--- src/hdl/hpps_params.svh ---
`ifndef HPPS_PARAMS_SVH
`define HPPS_PARAMS_SVH
// Register offsets (byte addresses, one word each)
`define HPPS_OFF_CTRL 8'h00
`define HPPS_OFF_STATUS 8'h04
`define HPPS_OFF_IRQ_STAT 8'h08
`define HPPS_OFF_IRQ_MASK 8'h0c
`define HPPS_OFF_HUB 8'h10
// Control register fields
`define HPPS_CTRL_SET_POWER 0
`define HPPS_CTRL_CLR_POWER 1
`define HPPS_CTRL_ENUM 2
`define HPPS_CTRL_SUSPEND 3
`define HPPS_CTRL_RESUME 4
`define HPPS_CTRL_CLR_OC_CHG 5
// Status register fields
`define HPPS_ST_POWER_ON 0
`define HPPS_ST_SELF 1
`define HPPS_ST_SUPPLY_GOOD 2
`define HPPS_ST_OC 3
`define HPPS_ST_CLK6 4
`define HPPS_ST_NORMAL 5
`define HPPS_ST_ENUM 6
`define HPPS_ST_SUSPEND 7
// Hub status / change field bit positions
`define HPPS_HUB_OC_BIT 1
`define HPPS_HUB_CHG_SHIFT 16
// Interrupt events
`define HPPS_IRQ_OC 0
`define HPPS_IRQ_SUPPLY 1
`define HPPS_IRQ_MODE 2
`define HPPS_IRQ_W 3
`define HPPS_IRQ_RST 3'h0
// Clock frequencies in MHz
`define HPPS_CLK_SLOW_MHZ 6
`define HPPS_CLK_FAST_MHZ 48
`define HPPS_NUM_DOWN 4
`endif

--- src/hdl/hpps_pkg.sv ---
package hpps_pkg;
    typedef enum logic [1:0] {HPPS_UNCONF, HPPS_ENUM, HPPS_SUSP} hpps_hub_state_t;
    typedef logic [7:0] hpps_addr_t;
    typedef logic [31:0] hpps_word_t;
endpackage

--- src/hdl/hpps_sync_if.sv ---
`timescale 1ns/1ns
interface hpps_sync_if;
    logic oc_n;
    logic lps;
    logic self_powered;
    modport src (output oc_n, output lps, output self_powered);
    modport dst (input oc_n, input lps, input self_powered);
endinterface

--- src/hdl/hpps_sync.sv ---
`timescale 1ns/1ns
module hpps_sync (
    input wire logic core_clk_i,
    input wire logic sys_rst_i,
    input wire logic [2:0] raw_i,
    hpps_sync_if.src out
);
    logic [2:0] s1_q;
    logic [2:0] s2_q;
    // Overcurrent resets high so power is not latched off at start
    always_ff @(posedge core_clk_i or posedge sys_rst_i)
    begin
        if (sys_rst_i)
        begin
            s1_q <= 3'h1;
            s2_q <= 3'h1;
        end
        else
        begin
            s1_q <= raw_i;
            s2_q <= s1_q;
        end
    end
    assign out.oc_n = s2_q[0];
    assign out.lps = s2_q[1];
    assign out.self_powered = s2_q[2];
endmodule // hpps_sync

--- src/hdl/hpps_top.sv ---
// Design decisions made here: the placing of the registers and the strobed register port.
`timescale 1ns/1ns
`include "hpps_params.svh"
// Summary of operation
// - Overcurrent drops port power and is reported in status fields.
// - Power mode input high selects self-powered, low bus-powered.
// - Enumeration indicator goes on once the hub is enumerated.
// - Enumeration indicator goes off whenever the hub is suspended.
// - Clock select low expects 48 MHz, high runs from 6 MHz.
// - In self-powered mode the local supply status is sampled.
// - Test input pulled up; high means normal operation.
// - One upstream port 0 and four downstream ports 1 to 4.
// - A low level on the overcurrent input means overcurrent.
// - Overcurrent sets hub status bit and hub change bit.
// - Power on only by set request; off at reset, overcurrent, clear.
module hpps_top (
    input wire logic core_clk_i,
    input wire logic sys_rst_i,
    input wire logic overcurrent_in_n_i,
    input wire logic local_supply_good_i,
    input wire logic self_bus_i,
    input wire logic clk_sel_i,
    input wire logic test_i,
    input wire logic xtal_in_i,
    output logic xtal_out_o,
    input wire logic upstream_plus_i,
    input wire logic upstream_minus_i,
    output logic upstream_plus_o,
    output logic upstream_minus_o,
    output logic upstream_oe_o,
    input wire logic [`HPPS_NUM_DOWN-1:0] downstream_plus_i,
    input wire logic [`HPPS_NUM_DOWN-1:0] downstream_minus_i,
    output logic [`HPPS_NUM_DOWN-1:0] downstream_plus_o,
    output logic [`HPPS_NUM_DOWN-1:0] downstream_minus_o,
    output logic [`HPPS_NUM_DOWN-1:0] downstream_oe_o,
    output logic port_power_switch_n_o,
    output logic enum_led_o,
    output logic irq_o,
    input wire hpps_pkg::hpps_addr_t addr_i,
    input wire hpps_pkg::hpps_word_t wdata_i,
    input wire logic wr_i,
    input wire logic rd_i,
    output hpps_pkg::hpps_word_t rdata_o
);
    hpps_sync_if sy ();
    hpps_pkg::hpps_hub_state_t st_q;
    logic power_on_q;
    logic oc_chg_q;
    logic supply_good_q;
    logic self_q;
    logic clk6_q;
    logic normal_q;
    logic xtal_q;
    logic [`HPPS_IRQ_W-1:0] irq_stat_q;
    logic [`HPPS_IRQ_W-1:0] irq_mask_q;
    logic [`HPPS_IRQ_W-1:0] ev;
    logic supply_prev_q;
    logic self_prev_q;
    logic oc_act;
    logic wr_ctrl;
    logic [31:0] hub_word;
    logic [7:0] status_word;

    // **********************************
    // Input synchronisers
    // **********************************
    hpps_sync u_sync (
        .core_clk_i(core_clk_i),
        .sys_rst_i(sys_rst_i),
        .raw_i({self_bus_i, local_supply_good_i, overcurrent_in_n_i}),
        .out(sy.src)
    );

    function automatic logic hit(input hpps_pkg::hpps_addr_t a, input hpps_pkg::hpps_addr_t off);
        hit = (a == off);
    endfunction

    assign oc_act = !sy.oc_n;
    assign wr_ctrl = wr_i && hit(addr_i, `HPPS_OFF_CTRL);

    // **********************************
    // Port power switch
    // **********************************
    // Overcurrent wins over a simultaneous set request so the switch never pulses on
    always_ff @(posedge core_clk_i or posedge sys_rst_i)
    begin
        if (sys_rst_i)
            power_on_q <= 1'b0;
        else if (oc_act)
            power_on_q <= 1'b0;
        else if (wr_ctrl && wdata_i[`HPPS_CTRL_CLR_POWER])
            power_on_q <= 1'b0;
        else if (wr_ctrl && wdata_i[`HPPS_CTRL_SET_POWER])
            power_on_q <= 1'b1;
    end

    always_ff @(posedge core_clk_i or posedge sys_rst_i)
    begin
        if (sys_rst_i)
            port_power_switch_n_o <= 1'b1;
        else
            port_power_switch_n_o <= !(power_on_q && !oc_act);
    end

    // Change bit: set wins over clear
    always_ff @(posedge core_clk_i or posedge sys_rst_i)
    begin
        if (sys_rst_i)
            oc_chg_q <= 1'b0;
        else if (oc_act)
            oc_chg_q <= 1'b1;
        else if (wr_ctrl && wdata_i[`HPPS_CTRL_CLR_OC_CHG])
            oc_chg_q <= 1'b0;
    end

    // **********************************
    // Power mode and local supply
    // **********************************
    always_ff @(posedge core_clk_i or posedge sys_rst_i)
    begin
        if (sys_rst_i)
        begin
            self_q <= 1'b0;
            supply_good_q <= 1'b0;
        end
        else
        begin
            self_q <= sy.self_powered;
            // Bus-powered hubs have no local supply to watch
            supply_good_q <= sy.self_powered ? sy.lps : 1'b0;
        end
    end

    // Straps sampled every cycle after reset release; the async reset loads clock select low and normal mode high
    always_ff @(posedge core_clk_i or posedge sys_rst_i)
    begin
        if (sys_rst_i)
        begin
            clk6_q <= 1'b0;
            normal_q <= 1'b1;
        end
        else
        begin
            clk6_q <= clk_sel_i;
            normal_q <= test_i;
        end
    end

    // Oscillator amplifier stand-in: inverted input
    always_ff @(posedge core_clk_i or posedge sys_rst_i)
    begin
        if (sys_rst_i)
            xtal_q <= 1'b0;
        else
            xtal_q <= !xtal_in_i;
    end
    assign xtal_out_o = xtal_q;

    // **********************************
    // Enumeration state
    // **********************************
    always_ff @(posedge core_clk_i or posedge sys_rst_i)
    begin
        if (sys_rst_i)
            st_q <= hpps_pkg::HPPS_UNCONF;
        else if (wr_ctrl)
        begin
            unique case (st_q)
                hpps_pkg::HPPS_UNCONF:
                    if (wdata_i[`HPPS_CTRL_ENUM])
                        st_q <= hpps_pkg::HPPS_ENUM;
                hpps_pkg::HPPS_ENUM:
                    if (wdata_i[`HPPS_CTRL_SUSPEND])
                        st_q <= hpps_pkg::HPPS_SUSP;
                hpps_pkg::HPPS_SUSP:
                    if (wdata_i[`HPPS_CTRL_RESUME])
                        st_q <= hpps_pkg::HPPS_ENUM;
                default:
                    st_q <= hpps_pkg::HPPS_UNCONF;
            endcase
        end
    end

    always_ff @(posedge core_clk_i or posedge sys_rst_i)
    begin
        if (sys_rst_i)
            enum_led_o <= 1'b0;
        else
            enum_led_o <= (st_q == hpps_pkg::HPPS_ENUM);
    end

    // **********************************
    // USB pads
    // **********************************
    // Repeater is outside this block: pads stay undriven (receive only)
    genvar g;
    generate
        for (g = 0; g < `HPPS_NUM_DOWN; g++)
        begin : g_down
            always_ff @(posedge core_clk_i or posedge sys_rst_i)
            begin
                if (sys_rst_i)
                begin
                    downstream_plus_o[g] <= 1'b0;
                    downstream_minus_o[g] <= 1'b0;
                    downstream_oe_o[g] <= 1'b0;
                end
                else
                begin
                    downstream_plus_o[g] <= 1'b0;
                    downstream_minus_o[g] <= 1'b0;
                    downstream_oe_o[g] <= 1'b0;
                end
            end
        end
    endgenerate

    always_ff @(posedge core_clk_i or posedge sys_rst_i)
    begin
        if (sys_rst_i)
        begin
            upstream_plus_o <= 1'b0;
            upstream_minus_o <= 1'b0;
            upstream_oe_o <= 1'b0;
        end
        else
        begin
            upstream_plus_o <= 1'b0;
            upstream_minus_o <= 1'b0;
            upstream_oe_o <= 1'b0;
        end
    end

    // **********************************
    // Interrupts
    // **********************************
    always_ff @(posedge core_clk_i or posedge sys_rst_i)
    begin
        if (sys_rst_i)
        begin
            supply_prev_q <= 1'b0;
            self_prev_q <= 1'b0;
        end
        else
        begin
            supply_prev_q <= supply_good_q;
            self_prev_q <= self_q;
        end
    end

    always_comb
    begin
        ev = '0;
        ev[`HPPS_IRQ_OC] = oc_act;
        ev[`HPPS_IRQ_SUPPLY] = supply_prev_q ^ supply_good_q;
        ev[`HPPS_IRQ_MODE] = self_prev_q ^ self_q;
    end

    // Set wins over write-one-to-clear
    always_ff @(posedge core_clk_i or posedge sys_rst_i)
    begin
        if (sys_rst_i)
            irq_stat_q <= `HPPS_IRQ_RST;
        else if (wr_i && hit(addr_i, `HPPS_OFF_IRQ_STAT))
            irq_stat_q <= (irq_stat_q & ~wdata_i[`HPPS_IRQ_W-1:0]) | ev;
        else
            irq_stat_q <= irq_stat_q | ev;
    end

    always_ff @(posedge core_clk_i or posedge sys_rst_i)
    begin
        if (sys_rst_i)
            irq_mask_q <= `HPPS_IRQ_RST;
        else if (wr_i && hit(addr_i, `HPPS_OFF_IRQ_MASK))
            irq_mask_q <= wdata_i[`HPPS_IRQ_W-1:0];
    end

    always_ff @(posedge core_clk_i or posedge sys_rst_i)
    begin
        if (sys_rst_i)
            irq_o <= 1'b0;
        else
            irq_o <= |(irq_stat_q & irq_mask_q);
    end

    // **********************************
    // Register read
    // **********************************
    always_comb
    begin
        hub_word = '0;
        hub_word[`HPPS_HUB_OC_BIT] = oc_act;
        hub_word[`HPPS_HUB_CHG_SHIFT + `HPPS_HUB_OC_BIT] = oc_chg_q;
        status_word = '0;
        status_word[`HPPS_ST_POWER_ON] = power_on_q;
        status_word[`HPPS_ST_SELF] = self_q;
        status_word[`HPPS_ST_SUPPLY_GOOD] = supply_good_q;
        status_word[`HPPS_ST_OC] = oc_act;
        status_word[`HPPS_ST_CLK6] = clk6_q;
        status_word[`HPPS_ST_NORMAL] = normal_q;
        status_word[`HPPS_ST_ENUM] = (st_q == hpps_pkg::HPPS_ENUM);
        status_word[`HPPS_ST_SUSPEND] = (st_q == hpps_pkg::HPPS_SUSP);
    end

    always_ff @(posedge core_clk_i or posedge sys_rst_i)
    begin
        if (sys_rst_i)
            rdata_o <= '0;
        else if (!rd_i)
            rdata_o <= '0;
        else if (hit(addr_i, `HPPS_OFF_STATUS))
            rdata_o <= {24'h000000, status_word};
        else if (hit(addr_i, `HPPS_OFF_IRQ_STAT))
            rdata_o <= {29'h0, irq_stat_q};
        else if (hit(addr_i, `HPPS_OFF_IRQ_MASK))
            rdata_o <= {29'h0, irq_mask_q};
        else if (hit(addr_i, `HPPS_OFF_HUB))
            rdata_o <= hub_word;
        else
            rdata_o <= '0;
    end

    // **********************************
    // Checks
    // **********************************
    chk_oc_power_off: assert property (@(posedge core_clk_i) disable iff (sys_rst_i)
        !sy.oc_n |=> port_power_switch_n_o) else $error("power on during overcurrent");
    chk_oc_sync_lag: assert property (@(posedge core_clk_i) disable iff (sys_rst_i)
        !overcurrent_in_n_i ##1 !overcurrent_in_n_i |=> oc_act) else $error("sync lag wrong");
    chk_oc_change_set: assert property (@(posedge core_clk_i) disable iff (sys_rst_i)
        oc_act |=> oc_chg_q) else $error("change bit not set");
    chk_power_only_set: assert property (@(posedge core_clk_i) disable iff (sys_rst_i)
        $rose(power_on_q) |-> $past(wr_ctrl) && $past(wdata_i[`HPPS_CTRL_SET_POWER]))
        else $error("power rose unasked");
    chk_power_clear: assert property (@(posedge core_clk_i) disable iff (sys_rst_i)
        wr_ctrl && wdata_i[`HPPS_CTRL_CLR_POWER] |=> !power_on_q ##1 port_power_switch_n_o)
        else $error("clear failed");
    chk_mode_follow: assert property (@(posedge core_clk_i) disable iff (sys_rst_i)
        sy.self_powered |=> self_q) else $error("mode not self");
    chk_bus_no_supply: assert property (@(posedge core_clk_i) disable iff (sys_rst_i)
        !sy.self_powered |=> !supply_good_q) else $error("supply seen in bus mode");
    chk_led_suspend: assert property (@(posedge core_clk_i) disable iff (sys_rst_i)
        st_q == hpps_pkg::HPPS_SUSP |=> !enum_led_o) else $error("led on in suspend");
    chk_led_enum: assert property (@(posedge core_clk_i) disable iff (sys_rst_i)
        st_q == hpps_pkg::HPPS_ENUM |=> enum_led_o) else $error("led off when enumerated");
endmodule // hpps_top

--- config.mk ---
export PLATFORM = sky130hd
export DESIGN_NAME = hpps_top
export DESIGN_NICKNAME = d
export VERILOG_FILES = /design/src/hdl/hpps_pkg.sv /design/src/hdl/hpps_sync_if.sv /design/src/hdl/hpps_sync.sv /design/src/hdl/hpps_top.sv
export VERILOG_INCLUDE_DIRS = /design/src /design/src/hdl
export SDC_FILE = /design/constraint.sdc
export NUM_CORES = 1
export LEC_CHECK = 0
export ABC_AREA = 1
export BUFFER_PORTS_ARGS = -buffer_cell sky130_fd_sc_hd__buf_4
export CAP_MARGIN = 30
export CORE_MARGIN = 2
export CORE_UTILIZATION = 42
export DETAILED_ROUTE_END_ITERATION = 7
export PLACE_DENSITY_LB_ADDON = 0.1
export SYNTH_ARGS = -nofsm -noshare
export SYNTH_HDL_FRONTEND = slang
export SYNTH_SLANG_ARGS = --single-unit
--- constraint.sdc ---
create_clock -name core_clk_i -period 1.4 [get_ports core_clk_i]
set_input_delay 0.21 -clock core_clk_i [delete_from_list [all_inputs] [get_ports core_clk_i]]
set_output_delay 0.21 -clock core_clk_i [all_outputs]
set_load 0.01 [all_outputs]
==> results.sh <==
export IMPL_status="completed"
export IMPL_clockBufferDepth=2
export IMPL_preCtsSetupSlack_ns=0.2604
export IMPL_clock_skew_ns=0.008310
export IMPL_stdcell_area_mm2=0.002024
export IMPL_drt_pass1_iter_count=4
export IMPL_yosys_area_top_type="dfrtp_1"
export IMPL_hold_buffers=0
export IMPL_grt_pass1_vias=899
export IMPL_crit_start="port_power_switch_n_o"
export IMPL_crit_path_max_fanout=1
export IMPL_max_freq_mhz=891.1
export IMPL_cts_inserted_buffers=5
export IMPL_wl_met2_mm=1.225
export IMPL_critical_path_class="reg -> out"
export IMPL_reg2reg_depth=8
export IMPL_cts_root_buf="clkbuf_8"
export IMPL_syn2layout_area_growth_pct=16.91
export IMPL_cts_clk_slew_worst_paths_ns=0.08
export IMPL_synth_area_leaders="dfrtp_1 (45%), buf_4 (16%), nand2_1 (7.8%)"
export IMPL_reg2reg_slack_ns=0.33
export IMPL_crit_family="flip-flops"
export IMPL_ir_drop_mv=0.7272
export IMPL_cp_buffers_inverters=1
export IMPL_total_power_uw=2031
export IMPL_port_buffers=36
export IMPL_power_density_mw_per_mm2=1003
export IMPL_postSynthCellCount=191
export IMPL_finalSetupViolCount=0
export IMPL_vias_per_cell=3.944
export IMPL_vias=1124
export IMPL_die_w_um=68.21
export IMPL_ios=111
export IMPL_avgSynthCellArea_um2=9.066
export IMPL_start_util_pct=43.60
export IMPL_fin_crit_sh_pct=80.16
export IMPL_top_layer_used="met4"
export IMPL_seq_area_frac_synth_pct=50.87
export IMPL_routedLengthMet1_mm=1.128
export IMPL_cts_resized=0
export IMPL_ys_ff_latch=35
export IMPL_nNetsFinal=294
export IMPL_syn_area_mm2=0.001732
export IMPL_ys_types=20
export IMPL_setup_tns_ns=0
export IMPL_final_max_slew_viol_count=0
export IMPL_critPathArrivalTime_ns=0.91
export IMPL_grt_pass1_wl_mm=4.015
export IMPL_routed_wirelength_mm=2.616
export IMPL_slowest_delay_ns=0.52
export IMPL_cp_depth=1
export IMPL_overflow=0
export IMPL_antenna_found_initial=0
export IMPL_cts_setup_buffers=0
export IMPL_hold_viol_final=0
export IMPL_avgRoutedWirePerCell_um=9.179
export IMPL_rsz0062_at_grt="no"
export IMPL_antenna_cells=0
export IMPL_maxCapViolCount=0
export IMPL_grt_max_degree=36
export IMPL_drc=0
export IMPL_finalWeightedCongestion=0.7569
export IMPL_drtAntennaViolNets=0
export IMPL_cts_tree="yes"
export IMPL_worstSkewPairLatency_ns=0.28
export IMPL_rows=23
export IMPL_crit_slowest_cell="dfstp_2"
export IMPL_layout_setup_ws_ns=0.2777
export IMPL_leakage_uw=0.001121
export IMPL_grt_usage_pct=12.20
export IMPL_period_needed_ns=1.122
export IMPL_die_area_mm2=0.004653
export IMPL_worstPathRequired_ns=1.19
export IMPL_fp_coreArea_mm2=0.003971
export IMPL_cts_sinks=35
export IMPL_regToRegStartpoint="st_q[0]"
export IMPL_hpwl_mm=2.013
export IMPL_htree_num_levels=2
export IMPL_crit_chain="buf_4"
export IMPL_drive_gt1_share_pct=31.91
export IMPL_initialDrtViolationCount=34
export IMPL_end_kind="output port"
export IMPL_timing_rr_end="st_q[1]"
export IMPL_crit_end="port_power_switch_n_o"
export IMPL_wl_met3_um=215
export IMPL_synth_warnings=0
export IMPL_die_h_um=68.21
export IMPL_start_kind="flip-flop"
export IMPL_dpl_instance_area_mm2=0.001926
export IMPL_synth_top_cell_area_share_pct=44.80
export IMPL_hold_path_class="in -> async"
## sequential cells by signal (all words and copies together) (netlist names), 2 cells and up
register,flops
rdata_o,9
irq_mask_q,3
irq_stat_q,3
u_sync.s1_q,3
u_sync.s2_q,3
st_q,2
## stage by stage
step | cells | hold WS, ns | util [%]
after floorplan | 228 | 0.2145 | -
final | 285 | 0.02638 | 50.98
after detailed placement | 277 | 0.3197 | 48.49
after global placement | 277 | 0.3187 | 48.49
after global routing | 285 | 0.01373 | 50.98
after CTS | 285 | 0.01823 | 50.98
## layout by cell type (no fill, tap or decap)
master / n
inv_1: 17
clkinvlp_4: 1
nand3_1: 14
nor2_4: 1
nand2_2: 5
xnor2_1: 2
inv_2: 7
dfrtp_1: 31
a21oi_1: 1
o21ai_1: 1
dfstp_2: 4
nand2_4: 2
o21ai_0: 6
nor3_1: 1
nor2_1: 11
nor2_8: 1
conb_1: 38
nor2_2: 10
nand2_1: 36
clkbuf_8: 6
clkinv_4: 1
buf_4: 37
nand3b_1: 2
## cell families (layout without fill, tap and decap cells)
| group | count (synthesis) | in the layout | synth area share (%) |
|---|---|---|---|
| xor+xnor | 2 | 2 | 1.012 |
| buf+inv | 62 | 69 | 21.68 |
| simple gates | 83 | 83 | 23.92 |
| flops | 35 | 35 | 50.87 |
| other cells | 1 | 38 | 0.2166 |
| compound gates | 8 | 8 | 2.312 |
## routing by layer
| metal | GRT usage [%] | up-vias |
|---|---|---|
| li1 | - | 585 |
| met1 | 15.85 | 493 |
| met2 | 17.84 | 42 |
| met3 | 4.605 | 4 |
| met4 | 6.000 | 0 |
| met5 | 0 | - |
## power breakdown
part	switching (µW)	total, µW	internal [µW]
Combinational	130	207	77.1
Sequential	16.2	1060	1040
Clock	362	763	401
Total	508	2030	1520
## area by class of cell
type                       count  area [µm²]
clock inverter                 2       16.27
timing repair buffer          37       277.8
inverter                      24       90.09
sequential                    35       880.8
tap                           50       62.56
clock buffer                   6       82.58
multi-input combinational    131       614.3
fill                         402        1947
## cells in the mapped netlist, drive strengths merged
cell,instances
o21ai,7
nor3,1
nand3b,2
dfrtp,31
a21oi,1
nor2,23
xnor2,2
inv,24
buf,38
nand2,43
nand3,14
conb,1
dfstp,4
## worst min-delay path by stage
stage	startpoint	to	slack (ns)	depth (start not counted)
6_report	sys_rst_i	st_q[1]	0.03	3
3_5_place_dp	test_i	normal_q	0.32	1
3_3_place_gp	test_i	normal_q	0.32	1
5_1_grt	overcurrent_in_n_i	u_sync.s1_q[0]	0.01	1
2_1_floorplan	test_i	normal_q	0.21	0
4_1_cts	overcurrent_in_n_i	u_sync.s1_q[0]	0.02	1
(Power assumes the default switching activity.)
